`config.mk`:
```
export PLATFORM = sky130hd
export DESIGN_NAME = tpg_top
export DESIGN_NICKNAME = d
export VERILOG_FILES = /design/src/hw/tpg_pkg.sv /design/src/hw/tpg_top.sv
export SDC_FILE = /design/constraint.sdc
export NUM_CORES = 1
export LEC_CHECK = 0
export ABC_AREA = 1
export BUFFER_PORTS_ARGS = -buffer_cell sky130_fd_sc_hd__buf_2
export CORE_MARGIN = 5
export CORE_UTILIZATION = 40
export DETAILED_ROUTE_END_ITERATION = 10
export GPL_TIMING_DRIVEN = 0
export PLACE_DENSITY = 0.62
export SLEW_MARGIN = 20
export SYNTH_ARGS = -nofsm -noshare
export SYNTH_HDL_FRONTEND = slang
export SYNTH_SLANG_ARGS = --single-unit
```
`constraint.sdc`:
```
create_clock -name pclk -period 7.57 [get_ports pclk]
set_input_delay 0.757 -clock pclk [delete_from_list [all_inputs] [get_ports pclk]]
set_output_delay 0.757 -clock pclk [all_outputs]
set_load 0.02 [all_outputs]
```
`src/hw/tpg_pkg.sv`:
```
// Package with register map, field layouts and types of the test pattern block
package tpg_pkg;
  // Register indices; byte address is four times the index
  localparam logic [7:0] TPG_IDX_CONFIG0 = 8'h00;
  localparam logic [7:0] TPG_IDX_VSTART_HI = 8'h2a;
  localparam logic [7:0] TPG_IDX_VSTART_LO = 8'h2b;
  localparam logic [7:0] TPG_IDX_VWIDTH_HI = 8'h2c;
  localparam logic [7:0] TPG_IDX_VWIDTH_LO = 8'h2d;
  localparam logic [7:0] TPG_IDX_MODE = 8'h38;
  localparam logic [7:0] TPG_IDX_PITCH = 8'h39;
  localparam logic [7:0] TPG_IDX_STEP = 8'h3a;
  localparam logic [7:0] TPG_IDX_BASE_HI = 8'h3b;
  localparam logic [7:0] TPG_IDX_BASE_LO = 8'h3c;
  localparam logic [7:0] TPG_IDX_STAGGER = 8'h3d;
  localparam logic [7:0] TPG_IDX_STATUS = 8'h3e;
  localparam logic [7:0] TPG_IDX_SMODE = 8'h3f;
  // Field positions
  localparam int TPG_CFG0_CORR_BIT = 0;
  localparam int TPG_CFG0_MON_BIT = 1;
  localparam int TPG_MODE_EN_BIT = 0;
  localparam int TPG_MODE_KIND_LSB = 1;
  localparam int TPG_MODE_COLOR_LSB = 3;
  localparam int TPG_MODE_REFSEL_BIT = 5;
  // Values after reset, and the top pixel code
  localparam logic [7:0] TPG_RST_BYTE = 8'h00;
  localparam logic [7:0] TPG_RST_PITCH = 8'h01;
  localparam logic [2:0] TPG_RST_SMODE = 3'h0;
  localparam logic [9:0] TPG_CODE_MAX = 10'h3ff;
  localparam logic [15:0] TPG_RST_COUNT = 16'h0000;

  typedef enum logic [1:0] {
    TPG_KIND_FIXED = 2'b00,
    TPG_KIND_HGRAD = 2'b01,
    TPG_KIND_VGRAD = 2'b10,
    TPG_KIND_LATTICE = 2'b11
  } tpg_kind_t;

  typedef enum logic [1:0] {
    TPG_COL_ALL = 2'b00,
    TPG_COL_RED = 2'b01,
    TPG_COL_GREEN = 2'b10,
    TPG_COL_BLUE = 2'b11
  } tpg_color_t;

  typedef enum logic [2:0] {
    TPG_SM_SELF_PHASED_HOLD = 3'b000,
    TPG_SM_DIRECT_HOLD = 3'b001,
    TPG_SM_PHASE_CLOCKED_HOLD = 3'b010,
    TPG_SM_GATED_HOLD = 3'b011,
    TPG_SM_PHASE_CLOCKED_CORR = 3'b100,
    TPG_SM_GATED_CORR = 3'b101
  } tpg_smode_t;

  typedef struct packed {
    logic [9:0] red;
    logic [9:0] green;
    logic [9:0] blue;
  } tpg_pix_t;

  typedef struct packed {
    logic clamp;
    logic sample;
    logic second_sample_n;
  } tpg_strobe_t;
endpackage : tpg_pkg

```
`src/hw/tpg_top.sv`:
```
// Output test pattern generator and timing monitor with APB register access
`timescale 1ns/1ps
`default_nettype none

// Notes on behaviour
// - Pattern codes replace pixel data only while pattern_enable is set.
// - Kind select: 00 fixed, 01 horizontal, 10 vertical, 11 lattice.
// - Color select: 00 all, 01 red, 10 green, 11 blue.
// - With one color selected, the other colors output code 1023.
// - Window starts a programmed pixel count after the chosen reference edge.
// - Window lasts a programmed number of pixels from its start.
// - Base level 0..1023 is output throughout the window in fixed mode.
// - Both gradations begin with the base level code.
// - Lattice outputs base level except marker pixels and marker lines.
// - Pitch sets the interval in pixels or lines between code steps.
// - Step is the code increment added once per pitch interval.
// - Stagger delays start red to green and green to blue, fixed order.
// - Stagger zero switches all colors in the same line.
// - Stagger applies only when the enable is set, not again while running.
// - Config0 bit 1 enables timing monitor on two output bits.
// - Correlated: sample bit 2, reference bit 3; gated/phased hold: sample both.
// - Direct hold modes: sample bit 2, active-low second stage on bit 3.
// - Horizontal steps every pitch pixels, wraps to base, repeats each line.
// - Vertical holds code per line, steps every pitch lines, wraps to base.
// - Marker lines output step; others one step pixel then pitch-1 base.
// - Generation runs without break until the enable is cleared.
module tpg_top (
  // Clock and reset
  input wire logic pclk,
  input wire logic presetn,
  // APB slave
  input wire logic psel,
  input wire logic penable,
  input wire logic pwrite,
  input wire logic [11:0] paddr,
  input wire logic [31:0] pwdata,
  output logic [31:0] prdata,
  output logic pready,
  output logic pslverr,
  // Pins from the sensor timing side
  input wire logic line_sync_in,
  input wire logic black_clamp_input,
  input wire logic pixel_strobe,
  // Converted pixel data and internal strobes, same clock
  input wire tpg_pkg::tpg_pix_t pixel_in,
  input wire tpg_pkg::tpg_strobe_t strobe_in,
  // Output bus
  output tpg_pkg::tpg_pix_t pixel_output_bus,
  output logic pixel_out_valid
);
  import tpg_pkg::*;

  // Register file
  logic [7:0] config0_reg;
  logic [7:0] vstart_hi_reg, vstart_lo_reg, vwidth_hi_reg, vwidth_lo_reg;
  logic [7:0] mode_reg, pitch_reg, step_reg, base_hi_reg, base_lo_reg, stagger_reg;
  logic [7:0] smode_reg;
  logic [31:0] prdata_reg, prdata_next;
  logic pready_reg, pslverr_reg, pslverr_next;

  // APB decode
  wire access_w = psel & penable;
  wire xfer_done = access_w & pready_reg;
  wire [7:0] idx = paddr[9:2];
  wire aligned = (paddr[1:0] == 2'b00) & (paddr[11:10] == 2'b00);
  wire wr_en = xfer_done & pwrite & aligned;
  wire [7:0] wbyte = pwdata[7:0];

  // Synchronisers for pin inputs
  logic [1:0] lsync_ff, bclamp_ff, pstb_ff;
  logic ref_last_reg, pstb_last_reg;

  // Pattern engine state
  logic [15:0] pix_cnt_reg;
  logic [7:0] hpit_cnt_reg, lpit_cnt_reg;
  logic [15:0] line_cnt_reg;
  logic [9:0] hcode_reg, vcode_reg;
  logic running_reg;
  logic line_seen_reg;
  logic [2:0] col_on_reg;
  logic in_win_reg;
  tpg_pix_t out_reg;
  logic out_valid_reg;

  // Decoded settings
  wire pat_en = mode_reg[TPG_MODE_EN_BIT];
  wire tpg_kind_t kind = tpg_kind_t'(mode_reg[TPG_MODE_KIND_LSB +: 2]);
  wire tpg_color_t colsel = tpg_color_t'(mode_reg[TPG_MODE_COLOR_LSB +: 2]);
  wire ref_sel = mode_reg[TPG_MODE_REFSEL_BIT];
  wire monitor_on = config0_reg[TPG_CFG0_MON_BIT];
  wire tpg_smode_t smode = tpg_smode_t'(smode_reg[2:0]);
  wire [15:0] vstart = {vstart_hi_reg, vstart_lo_reg};
  wire [15:0] vwidth = {vwidth_hi_reg, vwidth_lo_reg};
  wire [9:0] base_lvl = {base_hi_reg[1:0], base_lo_reg};
  wire [9:0] step_code = {2'b00, step_reg};
  // A pitch of zero would never step; treat it as one
  wire [7:0] pitch = (pitch_reg == 8'h00) ? 8'h01 : pitch_reg;

  // Pitch counters wrap at pitch-1
  function automatic logic [7:0] tpg_pitch_next(input logic [7:0] cnt, input logic [7:0] p);
    tpg_pitch_next = (cnt >= p - 8'h01) ? 8'h00 : cnt + 8'h01;
  endfunction : tpg_pitch_next

  // Code increment that restarts from base once past the top code
  function automatic logic [9:0] tpg_code_step(input logic [9:0] code, input logic [9:0] stp,
                                               input logic [9:0] base);
    logic [10:0] sum;
    sum = {1'b0, code} + {1'b0, stp};
    tpg_code_step = (sum > {1'b0, TPG_CODE_MAX}) ? base : sum[9:0];
  endfunction : tpg_code_step

  // Reference edge and pixel tick detection on synchronised levels
  wire ref_lvl = ref_sel ? bclamp_ff[1] : lsync_ff[1];
  wire ref_rise = ref_lvl & ~ref_last_reg;
  wire pix_tick = pstb_ff[1] & ~pstb_last_reg;
  wire [16:0] win_end = {1'b0, vstart} + {1'b0, vwidth};
  wire win_now = ({1'b0, pix_cnt_reg} >= {1'b0, vstart}) &
                 ({1'b0, pix_cnt_reg} < win_end);
  wire win_first = win_now & (pix_cnt_reg == vstart);
  wire en_rise = pat_en & ~running_reg;

  // Stagger: lines after start at which green and blue join
  wire [15:0] green_line = {8'h00, stagger_reg};
  wire [16:0] blue_sum = {9'h000, stagger_reg} + {9'h000, stagger_reg};
  wire [15:0] blue_line = blue_sum[15:0];

  // Code of the current pixel for the chosen kind
  wire [7:0] hpit_now = win_first ? 8'h00 : hpit_cnt_reg;
  wire [9:0] hcode_now = win_first ? base_lvl : hcode_reg;
  logic [9:0] pat_code;
  always_comb begin
    case (kind)
      TPG_KIND_FIXED: pat_code = base_lvl;
      TPG_KIND_HGRAD: pat_code = hcode_now;
      TPG_KIND_VGRAD: pat_code = vcode_reg;
      TPG_KIND_LATTICE: begin
        pat_code = ((lpit_cnt_reg == 8'h00) || (hpit_now == 8'h00)) ? step_code : base_lvl;
      end
      default: pat_code = base_lvl;
    endcase
  end

  // Per-color selection; unselected colors are forced to the top code
  wire sel_r = (colsel == TPG_COL_ALL) | (colsel == TPG_COL_RED);
  wire sel_g = (colsel == TPG_COL_ALL) | (colsel == TPG_COL_GREEN);
  wire sel_b = (colsel == TPG_COL_ALL) | (colsel == TPG_COL_BLUE);
  // Enable gates directly, so clearing it stops the pattern at once
  wire pat_live = pat_en & running_reg & win_now;

  function automatic logic [9:0] tpg_lane(input logic live, input logic on, input logic sel,
                                          input logic [9:0] code, input logic [9:0] raw);
    if (!live || !on) begin
      tpg_lane = raw;
    end else if (sel) begin
      tpg_lane = code;
    end else begin
      tpg_lane = TPG_CODE_MAX;
    end
  endfunction : tpg_lane

  tpg_pix_t pat_pix;
  assign pat_pix.red = tpg_lane(pat_live, col_on_reg[0], sel_r, pat_code, pixel_in.red);
  assign pat_pix.green = tpg_lane(pat_live, col_on_reg[1], sel_g, pat_code, pixel_in.green);
  assign pat_pix.blue = tpg_lane(pat_live, col_on_reg[2], sel_b, pat_code, pixel_in.blue);

  // Timing monitor bits 3:2 per sample mode
  logic [1:0] mon_bits;
  always_comb begin
    case (smode)
      TPG_SM_PHASE_CLOCKED_CORR, TPG_SM_GATED_CORR: begin
        mon_bits = {strobe_in.clamp, strobe_in.sample};
      end
      TPG_SM_PHASE_CLOCKED_HOLD, TPG_SM_GATED_HOLD: begin
        mon_bits = {strobe_in.sample, strobe_in.sample};
      end
      TPG_SM_DIRECT_HOLD, TPG_SM_SELF_PHASED_HOLD: begin
        mon_bits = {strobe_in.second_sample_n, strobe_in.sample};
      end
      default: mon_bits = {strobe_in.sample, strobe_in.sample};
    endcase
  end

  tpg_pix_t out_next;
  assign out_next.red = monitor_on ? {pat_pix.red[9:4], mon_bits, pat_pix.red[1:0]}
                                   : pat_pix.red;
  assign out_next.green = monitor_on ? {pat_pix.green[9:4], mon_bits, pat_pix.green[1:0]}
                                     : pat_pix.green;
  assign out_next.blue = monitor_on ? {pat_pix.blue[9:4], mon_bits, pat_pix.blue[1:0]}
                                    : pat_pix.blue;

  // Next-state terms of the engine
  wire [16:0] pix_inc = {1'b0, pix_cnt_reg} + 17'h00001;
  wire [16:0] line_inc = {1'b0, line_cnt_reg} + 17'h00001;
  // First reference edge after enable opens line zero; later ones advance, saturating
  wire [15:0] line_now = (line_seen_reg & ~line_inc[16]) ? line_inc[15:0] : line_cnt_reg;
  wire h_wrap = (hpit_now >= pitch - 8'h01);
  wire l_wrap = (lpit_cnt_reg >= pitch - 8'h01);
  logic [2:0] col_on_next;
  always_comb begin
    col_on_next = col_on_reg;
    if (!pat_en) begin
      col_on_next = 3'b000;
    end else if (en_rise) begin
      col_on_next = 3'b001 | ((green_line == 16'h0000) ? 3'b110 : 3'b000);
    end else begin
      // Once a color has joined it stays on; stagger is not reapplied
      if (ref_rise && (line_now >= green_line)) col_on_next[1] = 1'b1;
      if (ref_rise && (line_now >= blue_line)) col_on_next[2] = 1'b1;
    end
  end

  always_ff @(posedge pclk or negedge presetn) begin
    if (!presetn) begin
      lsync_ff <= 2'b00;
      bclamp_ff <= 2'b00;
      pstb_ff <= 2'b00;
      ref_last_reg <= 1'b0;
      pstb_last_reg <= 1'b0;
    end else begin
      lsync_ff <= {lsync_ff[0], line_sync_in};
      bclamp_ff <= {bclamp_ff[0], black_clamp_input};
      pstb_ff <= {pstb_ff[0], pixel_strobe};
      ref_last_reg <= ref_lvl;
      pstb_last_reg <= pstb_ff[1];
    end
  end

  // Pixel position counter, restarted by each reference edge
  always_ff @(posedge pclk or negedge presetn) begin
    if (!presetn) begin
      pix_cnt_reg <= TPG_RST_COUNT;
      in_win_reg <= 1'b0;
    end else if (ref_rise) begin
      pix_cnt_reg <= TPG_RST_COUNT;
      in_win_reg <= 1'b0;
    end else if (pix_tick) begin
      // Saturate so a long line does not fold back into the window
      pix_cnt_reg <= pix_inc[16] ? pix_cnt_reg : pix_inc[15:0];
      in_win_reg <= win_now;
    end
  end

  // Horizontal state: per-line restart, step every pitch pixels
  always_ff @(posedge pclk or negedge presetn) begin
    if (!presetn) begin
      hpit_cnt_reg <= TPG_RST_BYTE;
      hcode_reg <= 10'h000;
    end else if (pix_tick && win_now) begin
      hpit_cnt_reg <= tpg_pitch_next(hpit_now, pitch);
      hcode_reg <= h_wrap ? tpg_code_step(hcode_now, step_code, base_lvl) : hcode_now;
    end
  end

  // Line state: pitch in lines, vertical code, start and stagger
  always_ff @(posedge pclk or negedge presetn) begin
    if (!presetn) begin
      running_reg <= 1'b0;
      line_seen_reg <= 1'b0;
      line_cnt_reg <= TPG_RST_COUNT;
      lpit_cnt_reg <= TPG_RST_BYTE;
      vcode_reg <= 10'h000;
    end else if (!pat_en) begin
      running_reg <= 1'b0;
      line_seen_reg <= 1'b0;
    end else if (en_rise) begin
      running_reg <= 1'b1;
      line_seen_reg <= 1'b0;
      line_cnt_reg <= TPG_RST_COUNT;
      lpit_cnt_reg <= TPG_RST_BYTE;
      vcode_reg <= base_lvl;
    end else if (ref_rise && !line_seen_reg) begin
      // First line keeps base code and marker phase
      line_seen_reg <= 1'b1;
    end else if (ref_rise) begin
      line_cnt_reg <= line_now;
      lpit_cnt_reg <= tpg_pitch_next(lpit_cnt_reg, pitch);
      vcode_reg <= l_wrap ? tpg_code_step(vcode_reg, step_code, base_lvl) : vcode_reg;
    end
  end

  always_ff @(posedge pclk or negedge presetn) begin
    if (!presetn) begin
      col_on_reg <= 3'b000;
      out_reg <= '0;
      out_valid_reg <= 1'b0;
    end else begin
      col_on_reg <= col_on_next;
      out_valid_reg <= pix_tick;
      if (pix_tick) begin
        out_reg <= out_next;
      end
    end
  end

  // APB read mux
  logic [7:0] rd_byte;
  logic rd_hit;
  always_comb begin
    rd_hit = 1'b1;
    case (idx)
      TPG_IDX_CONFIG0: rd_byte = config0_reg;
      TPG_IDX_VSTART_HI: rd_byte = vstart_hi_reg;
      TPG_IDX_VSTART_LO: rd_byte = vstart_lo_reg;
      TPG_IDX_VWIDTH_HI: rd_byte = vwidth_hi_reg;
      TPG_IDX_VWIDTH_LO: rd_byte = vwidth_lo_reg;
      TPG_IDX_MODE: rd_byte = mode_reg;
      TPG_IDX_PITCH: rd_byte = pitch_reg;
      TPG_IDX_STEP: rd_byte = step_reg;
      TPG_IDX_BASE_HI: rd_byte = {6'h00, base_hi_reg[1:0]};
      TPG_IDX_BASE_LO: rd_byte = base_lo_reg;
      TPG_IDX_STAGGER: rd_byte = stagger_reg;
      TPG_IDX_STATUS: rd_byte = {3'b000, in_win_reg, col_on_reg, running_reg};
      TPG_IDX_SMODE: rd_byte = {5'h00, smode_reg[2:0]};
      default: begin
        rd_byte = 8'h00;
        rd_hit = 1'b0;
      end
    endcase
  end
  // Refused reads return zero, misaligned ones included
  wire [7:0] rd_safe = (rd_hit & aligned) ? rd_byte : 8'h00;
  assign prdata_next = (access_w & ~pready_reg & ~pwrite) ? {24'h000000, rd_safe} : prdata_reg;
  assign pslverr_next = access_w & ~pready_reg & ~(rd_hit & aligned);

  always_ff @(posedge pclk or negedge presetn) begin
    if (!presetn) begin
      pready_reg <= 1'b0;
      pslverr_reg <= 1'b0;
      prdata_reg <= 32'h00000000;
    end else begin
      // One wait state lets read data and error come from flops
      pready_reg <= access_w & ~pready_reg;
      pslverr_reg <= pslverr_next;
      prdata_reg <= prdata_next;
    end
  end

  always_ff @(posedge pclk or negedge presetn) begin
    if (!presetn) begin
      config0_reg <= TPG_RST_BYTE;
      vstart_hi_reg <= TPG_RST_BYTE;
      vstart_lo_reg <= TPG_RST_BYTE;
      vwidth_hi_reg <= TPG_RST_BYTE;
      vwidth_lo_reg <= TPG_RST_BYTE;
      mode_reg <= TPG_RST_BYTE;
      pitch_reg <= TPG_RST_PITCH;
      step_reg <= TPG_RST_BYTE;
      base_hi_reg <= TPG_RST_BYTE;
      base_lo_reg <= TPG_RST_BYTE;
      stagger_reg <= TPG_RST_BYTE;
      smode_reg <= {5'h00, TPG_RST_SMODE};
    end else if (wr_en) begin
      case (idx)
        TPG_IDX_CONFIG0: config0_reg <= wbyte;
        TPG_IDX_VSTART_HI: vstart_hi_reg <= wbyte;
        TPG_IDX_VSTART_LO: vstart_lo_reg <= wbyte;
        TPG_IDX_VWIDTH_HI: vwidth_hi_reg <= wbyte;
        TPG_IDX_VWIDTH_LO: vwidth_lo_reg <= wbyte;
        TPG_IDX_MODE: mode_reg <= wbyte;
        TPG_IDX_PITCH: pitch_reg <= wbyte;
        TPG_IDX_STEP: step_reg <= wbyte;
        TPG_IDX_BASE_HI: base_hi_reg <= {6'h00, wbyte[1:0]};
        TPG_IDX_BASE_LO: base_lo_reg <= wbyte;
        TPG_IDX_STAGGER: stagger_reg <= wbyte;
        TPG_IDX_SMODE: smode_reg <= {5'h00, wbyte[2:0]};
        default: config0_reg <= config0_reg;
      endcase
    end
  end

  assign prdata = prdata_reg;
  assign pready = pready_reg;
  assign pslverr = pslverr_reg;
  assign pixel_output_bus = out_reg;
  assign pixel_out_valid = out_valid_reg;
endmodule : tpg_top

`default_nettype wire

```
# After elaboration in Yosys (flattened, before gate mapping)
# Index checks and enable logic that the tools add are counted.
[classes] bitwise=27 mux=50 reduce_logical=44 addsub=9 order_cmp=8 n_eq_ne=28
[ops] op="$mux W10" n=15
[ops] op="$mux W16" n=7
[ops] op="$pmux W8 S13" n=1
[ops] op="$eq A8 B6 Y1 const B" n=12
[ops] op="$mux W8" n=8
[ops] op="$pmux W10 S4" n=1
[ops] op="$add A16 B1 Y17 const B" n=2
[ops] op="$logic_not A8 Y1" n=4
[ops] op="$reduce_and A2 Y1" n=13
[ops] op="$add A10 B8 Y11" n=2
[ops] op="$gt A11 B10 Y1 const B" n=2
[ops] op="$add A16 B16 Y17" n=1
[ops] op="$and A1 B1 Y1" n=17
[ops] op="$lt A16 B17 Y1" n=1
[ops] op="$add A8 B1 Y8 const B" n=2
[ops] op="$eq A16 B16 Y1" n=1
[ops] op="$ge A16 B16 Y1" n=1
[ops] op="$ge A16 B8 Y1" n=1
[ops] op="$ge A16 B9 Y1" n=1
[ops] op="$ge A8 B8 Y1" n=2
[ops] op="$logic_not A16 Y1" n=1
[ops] op="$reduce_or A13 Y1" n=1
[ops] op="$mux W4" n=3
[ops] op="$mux W1" n=11
[ops] op="23 further kinds" n=56
[totals] reg_bits=208 elab_cells=202 in_bits=85 output_inout_bits=65

# Longest topological paths before layout
[depth] ltp_word=12 ltp_mapped=39 ltp_nobuf=37

# Least setup slack after synthesis
# OpenSTA, ideal clock, no wires.
[synth_timing] path_type="register to register" start="register vstart_lo_reg[4]" end="register hcode_reg[3]" setup_time_ns=0.137 stages_incl_launch_ff=35 required_time_ns=7.433 period_less_slack_ns=5.290 slack_ns=2.280 n_path_buf=2 t_arrival_ns=5.153 path_cell_list="dfrtp_1 > ha_1 > inv_1 > nor3_1 > nand2_1 > o211ai_1 > a21oi_1 > o21bai_1 > a21oi_1 > o21ai_0 > a21oi_1 > nor2_1 > nor2_1 > xor2_1 > ha_1 > nand2_1 > inv_1 > nand3_1 > nand4_4 > buf_12 > buf_6 > o21ai_1 > ha_1 > fa_1 > a21oi_1 > o21ai_0 > a21oi_1 > o21bai_1 > a21oi_1 > o21ai_0 > nand2_4 > nor2_8 > inv_6 > o211ai_1 > a31oi_1"
[synth_via] elab_chain_len=9 elab_cells_between_ends=14 cone_classes="add/sub: 2; order compare: 4; eq/ne: 1; mux: 4; bitwise: 2; reduce/logical: 1"
[synth_rtl] element="start: declaration" line_no="tpg_top.sv:55" source="logic [7:0] vstart_hi_reg, vstart_lo_reg, vwidth_hi_reg, vwidth_lo_reg;"
[synth_rtl] element="start signal: assignment" line_no="tpg_top.sv:356" source="TPG_IDX_VSTART_LO: vstart_lo_reg <= wbyte;"
[synth_rtl] element="$add A16 B16 Y17" line_no="tpg_top.sv:116" source="wire [16:0] win_end = {1'b0, vstart} + {1'b0, vwidth};"
[synth_rtl] element="$lt A16 B17 Y1" line_no="tpg_top.sv:118" source="({1'b0, pix_cnt_reg} < win_end);"
[synth_rtl] element="$and A1 B1 Y1" line_no="tpg_top.sv:117" source="wire win_now = ({1'b0, pix_cnt_reg} >= {1'b0, vstart}) &"
[synth_rtl] element="$and A1 B1 Y1" line_no="tpg_top.sv:119" source="wire win_first = win_now & (pix_cnt_reg == vstart);"
[synth_rtl] element="$mux W10" line_no="tpg_top.sv:129" source="wire [9:0] hcode_now = win_first ? base_lvl : hcode_reg;"
[synth_rtl] element="$add A10 B8 Y11" line_no="tpg_top.sv:108" source="sum = {1'b0, code} + {1'b0, stp};"
[synth_rtl] element="$gt A11 B10 Y1" line_no="tpg_top.sv:109" source="tpg_code_step = (sum > {1'b0, TPG_CODE_MAX}) ? base : sum[9:0];"
[synth_rtl] element="$mux W10" line_no="tpg_top.sv:109"
[synth_rtl] element="$mux W10" line_no="tpg_top.sv:250" source="hcode_reg <= h_wrap ? tpg_code_step(hcode_now, step_code, base_lvl) : hcode_now;"
[synth_rtl] element="end signal: assignment" line_no="tpg_top.sv:250"
[synth_rtl] element="end: declaration" line_no="tpg_top.sv:77" source="logic [9:0] hcode_reg, vcode_reg;"
# Parallel ways exist; a longest one is shown, timed or not.
# A chain may end at the register's enable or synchronous reset.

# Worst setup path after layout
[layout_timing] start="register vwidth_lo_reg[4]" end="register hcode_reg[7]"
[layout_via] elab_chain_len=9 elab_cells_between_ends=12 cone_classes="add/sub: 2; order compare: 3; mux: 4; bitwise: 2; reduce/logical: 1"
[layout_rtl] element="start: declaration" line_no="tpg_top.sv:55"
[layout_rtl] element="start signal: assignment" line_no="tpg_top.sv:358" source="TPG_IDX_VWIDTH_LO: vwidth_lo_reg <= wbyte;"
[layout_rtl] element="$add A16 B16 Y17 *" line_no="tpg_top.sv:116"
[layout_rtl] element="$lt A16 B17 Y1 *" line_no="tpg_top.sv:118"
[layout_rtl] element="$and A1 B1 Y1 *" line_no="tpg_top.sv:117"
[layout_rtl] element="$and A1 B1 Y1" line_no="tpg_top.sv:119"
[layout_rtl] element="$mux W10" line_no="tpg_top.sv:129"
[layout_rtl] element="$add A10 B8 Y11" line_no="tpg_top.sv:108"
[layout_rtl] element="$gt A11 B10 Y1" line_no="tpg_top.sv:109"
[layout_rtl] element="$mux W10" line_no="tpg_top.sv:109"
[layout_rtl] element="$mux W10" line_no="tpg_top.sv:250"
# Mark *: on every way between the ends. The rest lies on a longest branch, timed or not.

==> summary.md <==
| Metric | Value |
|---|---|
| Status | finished, final reports clean |
| Largest net degree at the start of global routing | 87 |
| Die X | 195.2 um |
| CTS root buf | clkbuf_16 |
| Initial Util | 40.70% |
| H-tree levels | 1 |
| Hold_ws | 0.1051 ns |
| DR vias | 12648 |
| Routability Congestion | 0.9036 |
| Port-buffer cells | 101 |
| Pleak | 7.710 nW |
| WL met3 | 2300 um |
| Crit path max fanout | 10 |
| Power Total | 3.078 mW |
| CP Data Arrival Time | 6.92 ns |
| Ys Warns | 0 |
| Sequential-to-total area share from yosys stat | 37.78% |
| Clk_lat worst skew | 0.55 ns |
| DR iter-0 viols | 872 |
| Max Slew Vio Count | 0 |
| Area delta synth->final | 15.62% |
| CTS tree | built |
| Ys flop type | dfrtp_1 |
| Final WS setup | 1.056 ns |
| CP top delay family | compound AO/OA/AOI/OAI gates |
| Detail Route Antenna Nets | 0 |
| Post-Syn Area | 13720 um^2 |
| Ys async rst share | 100.0% |
| Post-route clock period utilization | 86.05% |
| Number of global-route vias before repair | 12403 |
| Vias/cell | 5.233 |
| # Post-CTS Setup Buffers | 0 |
| # diodes | 0 |
| Hold Fails Final Rpt | 0 |
| Most common cell after layout, fill and taps aside | nand2_1 |
| DP HPWL | 33170 um |
| Measured slew at the worst slew-check pin | 1.098 ns |
| Clk pin slew, worst setup/hold paths | 0.06 ns |
| Die Y | 195.2 um |
| Max reg flops | 30 |
| Post-synth EDFFs | 0 |
| Clock Skew | 0.02264 ns |
| Drt drc | 0 |
| Pwr dens | 194.1 nW/um^2 |
| Core Region | 33700 um^2 |
| First-pass GRT wire length | 68260 um |
| Met1 WL | 19690 um |
| Clk sinks | 207 |
| Hold Buf Count CTS | 0 |
| Post_cts resized | 0 |
| DRT Pass-1 Iters | 6 |
| Unrepaired setup endpoints after global routing | false |
| #FFs+latches synth | 207 |
| Grt ovf | 0 |
| Most used cell, CP | a21oi_1 |
| Worst hold path class | input pin to async pin |
| Fmax | 153.5 MHz |
| VDD IR max | 184.1 uV |
| Max incr delay on CP | 0.42 ns |
| Fin Setup TNS | 0 ns |
| Worst path slowest cell | dfrtp_1 |
| Post-Route WL | 43150 um |
| CP Capture Type | flop |
| Wirelength per Cell | 17.85 um |
| Clock Tree Buf Depth | 3 |
| Die area | 38090 um^2 |
| Initial antenna violation count | 0 |
| Nets | 2143 |
| Share of layout cells above drive strength 1 | 12.29% |
| CP Buf/Inv Count | 5 |
| Top routing layer in use | met4 |
| Commonest non-fill, non-tap cells in the layout | 433 x nand2_1, 234 x inv_1, 206 x dfrtp_1 |
| Max-cap violations | 0 |
| GRT Resource Usage Total | 22.06% |
| Rows | 67 |
| Met2 Wirelength | 19780 um |
| TritonCTS Buffers | 25 |
| Critical Path RT | 7.98 ns |
| Min Clock Period, post-route | 6.514 ns |
| Startpoint Class | flop |
| Final setup violation count | 0 |
| Place WS | 1.175 ns |
| Synthesized instance count | 1797 |
| Worst slew margin | 26.26% |
| Layout fillers | 3373 |
| Mean post-synth cell area | 7.633 um^2 |
| Crit Path Category | flop to flop |
| Top Ports | 150 |
| Synth cell types | 61 |
[Yosys cell counts (all sizes together), types with 4 or more instances]
| cell type | n | area share (%) |
|---|---|---|
| o211ai | 15 | 0.82 |
| nor3 | 31 | 1.3 |
| nand2 | 447 | 13 |
| nand4 | 15 | 0.79 |
| nor2 | 163 | 4.8 |
| xor2 | 41 | 2.6 |
| nor4 | 9 | 0.46 |
| o21ai | 178 | 6.9 |
| buf | 33 | 1.9 |
| o31ai | 6 | 0.33 |
| clkinv | 4 | 0.11 |
| dfrtp | 206 | 38 |
| inv | 239 | 6.6 |
| o22ai | 29 | 1.3 |
| a21oi | 107 | 4.1 |
| ha | 105 | 9.6 |
| a31oi | 14 | 0.64 |
| a221oi | 16 | 1.0 |
| o21bai | 6 | 0.33 |
| o21a | 7 | 0.38 |
| xnor2 | 10 | 0.64 |
| nand3 | 53 | 2.1 |
| clkbuf | 33 | 0.98 |
[power breakdown]
group / total, mW / leakage, nW / internal [mW] / switching, mW
clock: 1.35 / 0.454 / 0.835 / 0.515
sequential: 1.20 / 2.78 / 1.16 / 0.0357
combinational: 0.532 / 4.47 / 0.190 / 0.342
[final cells by class]
class	instances	area (um^2)	share of cell area (%)
Buffer	66	400.4	2.525
Clock buffer	31	708.2	4.466
Clock inverter	15	216.5	1.365
Inverter	243	917.1	5.783
Multi-Input combinational cell	1304	7303	46.05
Sequential cell	207	5181	32.67
Tap cell	448	560.5	3.535
Timing Repair Buffer	103	570.5	3.598
[kinds of logic (layout without fill, tap and decap cells)]
| kind of cell | count (synthesis) | after routing | synth area share [%] |
|---|---|---|---|
| DFF | 207 | 207 | 37.78 |
| and+or+nand+nor | 725 | 725 | 22.41 |
| buffers and inverters | 309 | 458 | 9.606 |
| xor gates and xnor gates | 51 | 51 | 3.257 |
| adders and majority gates | 108 | 108 | 10.02 |
| other | 1 | 24 | 0.02734 |
| AOI/OAI and AO/OA | 396 | 396 | 16.90 |
[stage by stage]
stage / util (%) / std cells / area, um^2
floorplan: - / 1820 / 13800
global placement: 44.12 / 2369 / 14870
detailed placement: 44.31 / 2371 / 14930
CTS: 47.06 / 2417 / 15860
global route: 47.06 / 2417 / 15860
finish: 47.06 / 2417 / 15860
[layer usage]
metal  global-route usage, %  up-vias
met5                       0        -
met4                   6.594        0
met3                   3.067       87
met2                   36.14      357
met1                   30.55     6012
li1                        -     6192
[final timing paths]
| kind | startpoint | to | slack (ns) | depth (start not counted) |
|---|---|---|---|---|
| min reg2reg | lsync_ff[0] | lsync_ff[1] | 0.35 | 0 |
| max in group asynchronous | presetn | vcode_reg[5] | 6.27 | 3 |
| max | vwidth_lo_reg[4] | hcode_reg[7] | 1.06 | 34 |
| min in group pclk | black_clamp_input | bclamp_ff[0] | 0.32 | 1 |
| max reg2reg | vwidth_lo_reg[4] | hcode_reg[7] | 1.06 | 34 |
| min | presetn | line_cnt_reg[3] | 0.11 | 1 |
Power figures use the tool's default switching activity.
